## config.mk

```make
export PLATFORM = sky130hd
export DESIGN_NAME = adc_pin_mode_and_cal_control
export DESIGN_NICKNAME = d
export VERILOG_FILES = /design/src/logic/adc_ctrl_pkg.sv /design/src/logic/adc_pin_mode_and_cal_control.sv
export SDC_FILE = /design/constraint.sdc
export NUM_CORES = 1
export LEC_CHECK = 0
export BUFFER_PORTS_ARGS = -buffer_cell sky130_fd_sc_hd__buf_4
export CAP_MARGIN = 40
export CORE_MARGIN = 2
export CORE_UTILIZATION = 30
export DETAILED_ROUTE_END_ITERATION = 10
export HOLD_SLACK_MARGIN = 0.08
export PLACE_DENSITY_LB_ADDON = 0.3
export SETUP_SLACK_MARGIN = 0.4
export SLEW_MARGIN = 20
export SYNTH_ARGS = -nofsm -noshare
export SYNTH_HDL_FRONTEND = slang
export SYNTH_SLANG_ARGS = --single-unit
export TNS_END_PERCENT = 20
```

## constraint.sdc

```tcl
create_clock -name clk_in -period 11.3 [get_ports clk_in]
set_input_delay 1.695 -clock clk_in [delete_from_list [all_inputs] [get_ports clk_in]]
set_output_delay 1.695 -clock clk_in [all_outputs]
set_load 0.01 [all_outputs]
```

## src/logic/adc_ctrl_pkg.sv

```systemverilog
// constants and types for the converter pin control block
package adc_ctrl_pkg;

    // three-state pin levels
    localparam logic [1:0] LVL_LOW = 2'h0;
    localparam logic [1:0] LVL_HIGH = 2'h1;
    localparam logic [1:0] LVL_MID = 2'h2;

    localparam int CLK_MHZ = 50;
    localparam int CAL_LOW_MIN_CYC = 1280;
    localparam int CAL_HIGH_MIN_CYC = 1280;
    localparam int CAL_RUN_CYC = 4000;
    localparam int CNT_W = 32;

    localparam int FS_W = 8;
    localparam logic [7:0] FS_CODE_LOW = 8'h40;
    localparam logic [7:0] FS_CODE_HIGH = 8'hFF;
    localparam logic [7:0] FS_RESET = 8'hFF;
    localparam int SER_W = 16;

    typedef enum logic [3:0] {
        ST_PWRUP_WAIT = 4'h1,
        ST_IDLE = 4'h2,
        ST_CAL_RUN = 4'h4,
        ST_POWERED_DOWN = 4'h8
    } cal_state_type;

    typedef struct packed {
        logic ext_mode;
        logic diff_style;
        logic alt_enable;
        logic range_high;
        logic cs_mode;
        logic long_delay;
    } mode_type;

    localparam mode_type MODE_RESET = 6'h04;

endpackage

```

## src/logic/adc_pin_mode_and_cal_control.sv

```systemverilog
// pin mode decode, calibration sequencing and output clock resync
`timescale 1ns/1ns
// What this block does
// power-down pin high stops calibration, sampling and the output data clock; pin decode and serial shift keep running.
// calibration starts after request held low then high for minimum cycle counts.
// single-ended style: positive resync pulse resets the output data clock.
// differential style: resync pin is the positive half of the resync pulse.
// range pin has range/alternate roles only while style pin high/floating; alternate enable also needs enable pin high/floating.
// range select low chooses the reduced full-scale range.
// range select high chooses the higher full-scale range.
// range pin floating enables extended control mode.
// dedicated extended enable pin overrides the alternate enable.
// style select low makes range pin the negative resync half.
// differential style forces the higher full-scale range.
// in pin mode, delay pin level picks power-up calibration delay.
// range pin floating and enable low makes delay pin the chip select.
// while delay pin is chip select, delay setting is forced to zero.
// analogue input is sampled on falling edge of the positive clock leg.
// extended mode takes full scale from the adjust register.
// enable pin low activates extended mode, high leaves pin control.
// style pin high or floating gives single-ended resync.
// calibration flag stays high while calibration runs.
// extended mode turns amplitude pin into serial clock for serial data.
// calibration request is synchronised and low/high runs are counted.
// a floating pin is a third level distinct from high and low.
module adc_pin_mode_and_cal_control #(
    parameter int DELAY_SHORT_CYC = 1024,
    parameter int DELAY_LONG_CYC = 65536
) (
    input wire logic clk_in,
    input wire logic sys_rst_in,
    input wire logic clk_en_in,
    input wire logic full_power_down_pin_in,
    input wire logic cal_request_in,
    input wire logic resync_pulse_pos_in,
    input wire logic [1:0] range_pin_in,
    input wire logic [1:0] resync_style_select_in,
    input wire logic [1:0] ext_ctrl_enable_pin_in,
    input wire logic cal_delay_pin_in,
    input wire logic [7:0] fs_adjust_reg_in,
    input wire logic amplitude_sclk_in,
    input wire logic serial_input_line_in,
    output logic power_down_out,
    output logic sample_enable_out,
    output logic cal_in_progress_out,
    output logic output_clock_resync_out,
    output logic output_data_clock_out,
    output logic ext_ctrl_mode_out,
    output logic alternate_ext_ctrl_enable_out,
    output logic resync_differential_out,
    output logic range_high_out,
    output logic [7:0] full_scale_out,
    output logic serial_chip_select_out,
    output logic cal_start_delay_out,
    output logic [15:0] serial_word_out
);

    // ---------------------------------------------
    // pin level decode
    // ---------------------------------------------
    function automatic logic high_or_float(input logic [1:0] lvl);
        return (lvl == adc_ctrl_pkg::LVL_HIGH) || (lvl == adc_ctrl_pkg::LVL_MID);
    endfunction

    localparam logic [31:0] CAL_LOW_MIN = 32'(adc_ctrl_pkg::CAL_LOW_MIN_CYC);
    localparam logic [31:0] CAL_HIGH_MIN = 32'(adc_ctrl_pkg::CAL_HIGH_MIN_CYC);
    localparam logic [31:0] CAL_RUN_LAST = 32'(adc_ctrl_pkg::CAL_RUN_CYC - 1);
    localparam logic [31:0] DLY_SHORT = 32'(DELAY_SHORT_CYC);
    localparam logic [31:0] DLY_LONG = 32'(DELAY_LONG_CYC);

    adc_ctrl_pkg::mode_type mode_next;
    adc_ctrl_pkg::mode_type mode_reg;
    logic style_single;

    always_comb begin
        style_single = high_or_float(resync_style_select_in);
        mode_next.diff_style = !style_single;
        // alternate enable only with style and enable pins high or floating
        mode_next.alt_enable = style_single && high_or_float(ext_ctrl_enable_pin_in)
            && (range_pin_in == adc_ctrl_pkg::LVL_MID);
        if (ext_ctrl_enable_pin_in == adc_ctrl_pkg::LVL_LOW) begin
            mode_next.ext_mode = 1'b1;
        end else if (ext_ctrl_enable_pin_in == adc_ctrl_pkg::LVL_HIGH) begin
            mode_next.ext_mode = 1'b0;
        end else begin
            mode_next.ext_mode = mode_next.alt_enable;
        end
        if (!style_single) begin
            mode_next.range_high = 1'b1;
        end else begin
            mode_next.range_high = (range_pin_in != adc_ctrl_pkg::LVL_LOW);
        end
        mode_next.cs_mode = style_single && (range_pin_in == adc_ctrl_pkg::LVL_MID)
            && mode_next.ext_mode;
        mode_next.long_delay = mode_next.cs_mode ? 1'b0 : cal_delay_pin_in;
    end

    always_ff @(posedge clk_in or posedge sys_rst_in) begin
        if (sys_rst_in) begin
            mode_reg <= adc_ctrl_pkg::MODE_RESET;
        end else if (clk_en_in) begin
            mode_reg <= mode_next;
        end
    end

    always_ff @(posedge clk_in or posedge sys_rst_in) begin
        if (sys_rst_in) begin
            full_scale_out <= adc_ctrl_pkg::FS_RESET;
        end else if (clk_en_in) begin
            if (mode_next.ext_mode) begin
                full_scale_out <= fs_adjust_reg_in;
            end else begin
                full_scale_out <= mode_next.range_high ? adc_ctrl_pkg::FS_CODE_HIGH
                    : adc_ctrl_pkg::FS_CODE_LOW;
            end
        end
    end

    assign ext_ctrl_mode_out = mode_reg.ext_mode;
    assign alternate_ext_ctrl_enable_out = mode_reg.alt_enable;
    assign resync_differential_out = mode_reg.diff_style;
    assign range_high_out = mode_reg.range_high;
    assign serial_chip_select_out = mode_reg.cs_mode;
    assign cal_start_delay_out = mode_reg.long_delay;

    // ---------------------------------------------
    // calibration request qualification
    // ---------------------------------------------
    logic cal_meta_reg;
    logic cal_sync_reg;
    logic [31:0] low_cnt_reg;
    logic [31:0] high_cnt_reg;
    logic low_seen_reg;
    logic cal_qualified;

    always_ff @(posedge clk_in or posedge sys_rst_in) begin
        if (sys_rst_in) begin
            cal_meta_reg <= 1'b0;
            cal_sync_reg <= 1'b0;
        end else if (clk_en_in) begin
            cal_meta_reg <= cal_request_in;
            cal_sync_reg <= cal_meta_reg;
        end
    end

    // low run arms, high run then qualifies
    always_ff @(posedge clk_in or posedge sys_rst_in) begin
        if (sys_rst_in) begin
            low_cnt_reg <= 32'h0;
            high_cnt_reg <= 32'h0;
            low_seen_reg <= 1'b0;
        end else if (clk_en_in) begin
            if (!cal_sync_reg) begin
                high_cnt_reg <= 32'h0;
                if (low_cnt_reg < CAL_LOW_MIN) begin
                    low_cnt_reg <= low_cnt_reg + 32'h1;
                end
                if (low_cnt_reg + 32'h1 >= CAL_LOW_MIN) begin
                    low_seen_reg <= 1'b1;
                end
            end else begin
                low_cnt_reg <= 32'h0;
                if (cal_qualified) begin
                    low_seen_reg <= 1'b0;
                end
                if (low_seen_reg && high_cnt_reg < CAL_HIGH_MIN) begin
                    high_cnt_reg <= high_cnt_reg + 32'h1;
                end
            end
        end
    end

    assign cal_qualified = cal_sync_reg && low_seen_reg && (high_cnt_reg + 32'h1 >= CAL_HIGH_MIN);

    // ---------------------------------------------
    // calibration state machine
    // ---------------------------------------------
    adc_ctrl_pkg::cal_state_type state_reg;
    adc_ctrl_pkg::cal_state_type state_next;
    logic [31:0] cnt_reg;
    logic [31:0] delay_limit;

    assign delay_limit = mode_next.long_delay ? DLY_LONG : DLY_SHORT;

    always_comb begin
        state_next = state_reg;
        case (state_reg)
            adc_ctrl_pkg::ST_PWRUP_WAIT: begin
                if (cnt_reg + 32'h1 >= delay_limit) begin
                    state_next = adc_ctrl_pkg::ST_CAL_RUN;
                end
            end
            adc_ctrl_pkg::ST_IDLE: begin
                if (cal_qualified) begin
                    state_next = adc_ctrl_pkg::ST_CAL_RUN;
                end
            end
            adc_ctrl_pkg::ST_CAL_RUN: begin
                if (cnt_reg == CAL_RUN_LAST) begin
                    state_next = adc_ctrl_pkg::ST_IDLE;
                end
            end
            adc_ctrl_pkg::ST_POWERED_DOWN: begin
                state_next = adc_ctrl_pkg::ST_IDLE;
            end
            default: begin
                state_next = adc_ctrl_pkg::ST_PWRUP_WAIT;
            end
        endcase
        if (full_power_down_pin_in) begin
            state_next = adc_ctrl_pkg::ST_POWERED_DOWN;
        end
    end

    always_ff @(posedge clk_in or posedge sys_rst_in) begin
        if (sys_rst_in) begin
            state_reg <= adc_ctrl_pkg::ST_PWRUP_WAIT;
            cnt_reg <= 32'h0;
        end else if (clk_en_in) begin
            state_reg <= state_next;
            if (state_next != state_reg) begin
                cnt_reg <= 32'h0;
            end else begin
                cnt_reg <= cnt_reg + 32'h1;
            end
        end
    end

    always_ff @(posedge clk_in or posedge sys_rst_in) begin
        if (sys_rst_in) begin
            cal_in_progress_out <= 1'b0;
            power_down_out <= 1'b0;
        end else if (clk_en_in) begin
            cal_in_progress_out <= (state_next == adc_ctrl_pkg::ST_CAL_RUN);
            power_down_out <= (state_next == adc_ctrl_pkg::ST_POWERED_DOWN);
        end
    end

    // clk_in stands for the inverted positive clock leg, so its rise is the sampling edge
    assign sample_enable_out = clk_en_in && !power_down_out;

    // ---------------------------------------------
    // output clock resync
    // ---------------------------------------------
    logic pos_prev_reg;
    logic resync_level;

    always_comb begin
        if (mode_next.diff_style) begin
            resync_level = resync_pulse_pos_in && (range_pin_in == adc_ctrl_pkg::LVL_LOW);
        end else begin
            resync_level = resync_pulse_pos_in;
        end
    end

    always_ff @(posedge clk_in or posedge sys_rst_in) begin
        if (sys_rst_in) begin
            pos_prev_reg <= 1'b0;
            output_clock_resync_out <= 1'b0;
        end else if (clk_en_in) begin
            pos_prev_reg <= resync_level;
            output_clock_resync_out <= resync_level && !pos_prev_reg;
        end
    end

    // output data clock divider, restarted by the resync pulse
    always_ff @(posedge clk_in or posedge sys_rst_in) begin
        if (sys_rst_in) begin
            output_data_clock_out <= 1'b0;
        end else if (clk_en_in) begin
            if (resync_level && !pos_prev_reg || power_down_out) begin
                output_data_clock_out <= 1'b0;
            end else begin
                output_data_clock_out <= !output_data_clock_out;
            end
        end
    end

    // ---------------------------------------------
    // serial shift input in extended mode
    // ---------------------------------------------
    logic sclk_prev_reg;

    always_ff @(posedge clk_in or posedge sys_rst_in) begin
        if (sys_rst_in) begin
            sclk_prev_reg <= 1'b0;
            serial_word_out <= 16'h0000;
        end else if (clk_en_in) begin
            sclk_prev_reg <= amplitude_sclk_in;
            if (mode_reg.ext_mode && amplitude_sclk_in && !sclk_prev_reg) begin
                serial_word_out <= {serial_word_out[14:0], serial_input_line_in};
            end
        end
    end
endmodule

```

## Yosys cells after proc, flatten, opt, wreduce, memory -nomap -nowiden

Cells that the tools add are included.

- Bits in registers: 139
- Input port bits: 23
- Output and inout port bits: 35
- Word-level logic and storage cells: 95

- Add/sub/neg operators: 3
- $lt $le $gt $ge: 5
- Eq/ne operators: 15
- Multiplexer cells: 22
- Reduce and logical (&&, ||, !) cells: 29

Operators by type and width:

| operator | number |
|---|---|
| 2-to-1 mux 32 bit | 5 |
| adder 32 x 1 -> 32 bit, second input constant | 3 |
| >= comparator 32 x 11 -> 1 bit, second input constant | 2 |
| less-than comparator 32 x 11 -> 1 bit, second input constant | 2 |
| equality test 32 x 12 -> 1 bit, second input constant | 1 |
| >= comparator 32 x 17 -> 1 bit | 1 |
| 2-to-1 mux 17 bit | 1 |
| 2-to-1 mux 4 bit | 4 |
| 2-to-1 mux 8 bit | 2 |
| case mux 4 bit (4 select lines) | 1 |
| logical AND 1 bit | 12 |
| 2-to-1 mux 1 bit | 9 |
| equality test 4 x 3 -> 1 bit, second input constant | 2 |
| equality test 4 bit, second input constant | 2 |
| equality test 2 bit, second input constant | 3 |
| AND reduction 2 bit | 3 |
| nonzero test 2 bit | 3 |
| logical NOT 1 bit | 5 |
| equality test 2 x 1 -> 1 bit, second input constant | 2 |
| equality test 4 x 1 -> 1 bit, second input constant | 1 |
| equality test 4 x 2 -> 1 bit, second input constant | 1 |
| logical NOT 2 bit | 2 |
| inequality test 2 x 1 -> 1 bit, second input constant | 2 |
| inequality test 4 bit | 1 |
| other kinds (2) | 4 |

## Depth between registers and ports, before layout

- Depth in word-level cells: 15
- Mapped depth: 16
- Depth with buffers taken out: 14

## Worst setup path before layout

No wires, ideal clock.

- Kind: input-to-output
- Start point: input port clk_en_in
- End point: output port sample_enable_out
- Data arrival time: 2252 ps
- Data required time: 9605 ps
- Slack: 7353 ps
- Stages: 3
- Path buffers: 1
- Cell sequence: buf_2 clkinv_1 nor2_1

- Cells in the longest elaborated chain, start to end: 1

RTL lines:

| what | RTL line | source |
|---|---|---|
| start: declaration | adc_pin_mode_and_cal_control.sv:32 | `input wire logic clk_en_in,` |
| logical AND 1 bit | adc_pin_mode_and_cal_control.sv:240 | `assign sample_enable_out = clk_en_in && !power_down_out;` |
| end: declaration | adc_pin_mode_and_cal_control.sv:44 | `output logic sample_enable_out,` |

Every way passes these cells.

## Worst setup path after layout

Ends and elaborated chain as after synthesis.

==> metrics.csv <==
stage,metric,value,unit
outcome,outcome,completed,
critical_path,critPathLaunchType,primary input,
critical_path,crit_path_top_delay_cell,buf_4,
placed_design,hpwl,13220,microns
sta,period_minus_slack,4.409,ns
logic_synthesis,synth_area,0.008008,sq mm
critical_path,worst-path-buf-inv,3,
sta,slew_headroom,44.16,%
grt,grt_use_met3,3.073,%
critical_path,worstSetupPathType,in2out,
drt,post_drt_via_cell_ratio,5.437,
sta,tns,0,ns
floorplan,core_region_area,0.02613,sq mm
grt,grt_use_total,14.44,%
layout,final_cells,1258,
flow_run,maxCapViolations,0,
power_and_ir_drop,irDropWorstVdd,82.39,uV
critical_path,cp-end-kind,primary output,
clock_network,cts_hold_buf,0,
logic_synthesis,ys.flop_type,dfrtp_1,
logic_synthesis,yosysTopAreaCellShare,40.31,%
grt,antenna_found_initial,0,
drt,dr.pass1.iters,5,
sta,fin_skew,0.01244,ns
power_and_ir_drop,power_leakage,3.808,nW
logic_synthesis,synthTopCellsByArea,"dfrtp_1, o21ai_0, nand3_1",
clock_network,post_cts_buffers,0,
layout,nFillCells,2669,
placed_design,placed_area,0.008681,sq mm
grt,grt_pass1_vias,6438,
grt,busiest_layer,met2,
grt,use_met2,22.35,%
grt,globalRouteMet1Util,20.07,%
drt,wire_per_inst,15.77,microns
logic_synthesis,yosysWarnings,0,
min_path,hold_path_class,reg2reg,
drt,drt_iter0_drc,511,
sta,hold_viol_final,0,
logic_synthesis,post_synth.cell_area_avg,9.110,sq um
power_and_ir_drop,p_per_area,136.3,mW/mm^2
critical_path,cp.arrival,2.71,ns
floorplan,ios,58,
sta,fmax,226.8,MHz
logic_synthesis,yosysSeqAreaShare,43.59,%
clock_network,path_clk_slew,0.07,ns
sta,worst_pin_slew,0.8300,ns
layout,finalInstanceArea,0.009295,sq mm
floorplan,die_y,167.4,microns
logic_synthesis,synth_seq_cells,139,
power_and_ir_drop,p_total,0.001267,W
clock_network,clock_latency,0.43,ns
clock_network,numCtsBuffers,17,
layout,diodes,0,
placed_design,dp.cells,1224,
logic_synthesis,synth_edf_count,0,
grt,grt_pass1_wl,33150,microns
layout,drive_gt1_share,16.03,%
sta,grt_setup_unrepaired,no,
drt,drt_wl_total,19840,microns
grt,gr-total-overflow,0,
clock_network,cts-root-buf,clkbuf_16,
sta,min_period_over_period,39.01,%
floorplan,fp.dieW,167.4,microns
layout,nets,940,
logic_synthesis,postSynthCellCount,879,
floorplan,start_util,30.64,%
sta,setup_viol,0,
floorplan,fp-row-count,59,
critical_path,worstPathCellList,buf_4 -> clkinv_1 -> nor2_1 -> buf_4,
clock_network,cts_tree,built,
floorplan,design.die.area,0.02801,sq mm
clock_network,cts.sinks,139,
critical_path,cp_data_required_time,9.61,ns
critical_path,cpLargestDelayFamily,buffers and inverters,
clock_network,cts_max_level,4,
drt,ant_nets,0,
critical_path,worstPathMaxFanout,54,
logic_synthesis,ys_async_sr_fraction,100.0,%
critical_path,critPathMaxStageDelay,0.47,ns
logic_synthesis,syn-num-nets,909,
drt,route.vias.total,6840,
critical_path,crit_top_cell,buf_4,
clock_network,cts_buffer_depth,2,
sta,drv_slew,0,
logic_synthesis,ys_types,76,
placed_design,port_buffers,57,
grt,grt_max_degree,70,
logic_synthesis,synth_area_leader_cell,dfrtp_1,
layout,area_delta_synth_final,16.08,%
placed_design,place_congestion,0.8463,
drt,post-route-drc-count,0,
clock_network,post_cts_resized,0,
worst paths after layout:
path | end | from | slack (ns) | cells past startpoint
worst min register to register | full_scale_out[4] | full_scale_out[4] | 0.47 | 2
worst max-delay path | sample_enable_out | clk_en_in | 6.89 | 4
min in group asynchronous | output_data_clock_out | sys_rst_in | 1.34 | 2
worst min-delay path | full_scale_out[4] | full_scale_out[4] | 0.47 | 2
worst max register to register | cnt_reg[19] | cnt_reg[0] | 7.20 | 13
max in group asynchronous | cnt_reg[22] | sys_rst_in | 8.83 | 4
cell usage in the layout (no fill, tap or decap), types with 17 or more instances in the layout:
| cell type | instances |
|---|---|
| nor4_1 | 22 |
| and2_1 | 43 |
| nor2_1 | 52 |
| inv_1 | 34 |
| nand3_1 | 54 |
| dfrtp_1 | 129 |
| nand4_1 | 40 |
| buf_4 | 61 |
| clkbuf_16 | 17 |
| a31oi_1 | 30 |
| mux2_2 | 21 |
| a21oi_1 | 22 |
| and3_1 | 17 |
| nand2_1 | 61 |
| o21ai_0 | 61 |
| xnor2_1 | 20 |
| nor3_1 | 34 |
kinds of logic after synthesis:
family | after synthesis | share of synthesized area (%)
AND/OR/NAND/NOR | 381 | 26.38
AO/OA/AOI/OAI | 201 | 16.44
flip-flops | 139 | 43.59
buffers and inverters | 91 | 5.125
XOR/XNOR | 32 | 3.500
multiplexers | 28 | 3.875
adder cells (fa/ha/maj) | 7 | 1.094
metal layers:
metal	routed length (microns)	part of all wire, %
met3	1128	5.7
met5	0	0
met1	9475	48
met4	289	1.5
met2	8944	45
through the flow:
stage	setup WS, ns	util [%]	hold WS (ns)
2_1_floorplan	5.897	-	0.4451
6_report	6.891	35.57	0.4717
5_1_grt	6.614	35.57	0.4897
3_3_place_gp	6.582	32.98	0.4575
4_1_cts	6.764	35.52	0.4759
3_5_place_dp	6.495	33.22	0.4674
worst min-delay path, stage by stage (launching register included):
cell and delay (ns):
dfstp_2 0.37, inv_1 0.04, o21ai_0 0.06
Yosys cell counts, types with 5 or more instances:
cell type	n
mux2_2	21
nand3b_1	5
xor2_1	12
o211ai_1	14
ha_1	7
dfstp_2	10
nand2_1	61
o311ai_1	5
mux2i_1	6
nor2_1	52
a21oi_1	22
nor4_1	22
nor3b_1	5
and3_1	17
or3_1	10
o22ai_1	8
buf_6	5
xnor2_1	20
buf_2	11
clkbuf_1	30
and2_1	43
dfrtp_1	129
and4_1	10
a31oi_1	30
o31ai_1	14
nand3_1	54
o2bb2ai_1	6
nor3_1	34
o21ai_0	61
nand4_1	40
a211oi_1	5
inv_1	35
layout make-up:
| type | count | area (sq um) | share of cell area (%) |
|---|---|---|---|
| clock buffer | 17 | 425.4 | 4.577 |
| clock inverter | 15 | 176.4 | 1.898 |
| inverter | 37 | 143.9 | 1.548 |
| multi-input combinational | 649 | 4115 | 44.27 |
| sequential | 139 | 3491 | 37.56 |
| tap | 335 | 419.2 | 4.509 |
| timing repair buffer | 66 | 524.3 | 5.640 |
power by group:
group | leakage [nW] | switching, W | internal, W | total (W)
Combinational | 1.65 | 0.0000863 | 0.0000547 | 0.000141
Clock | 0.292 | 0.000253 | 0.000316 | 0.000569
Sequential | 1.87 | 0.0000323 | 0.000524 | 0.000557
(Power assumes the default switching activity.)
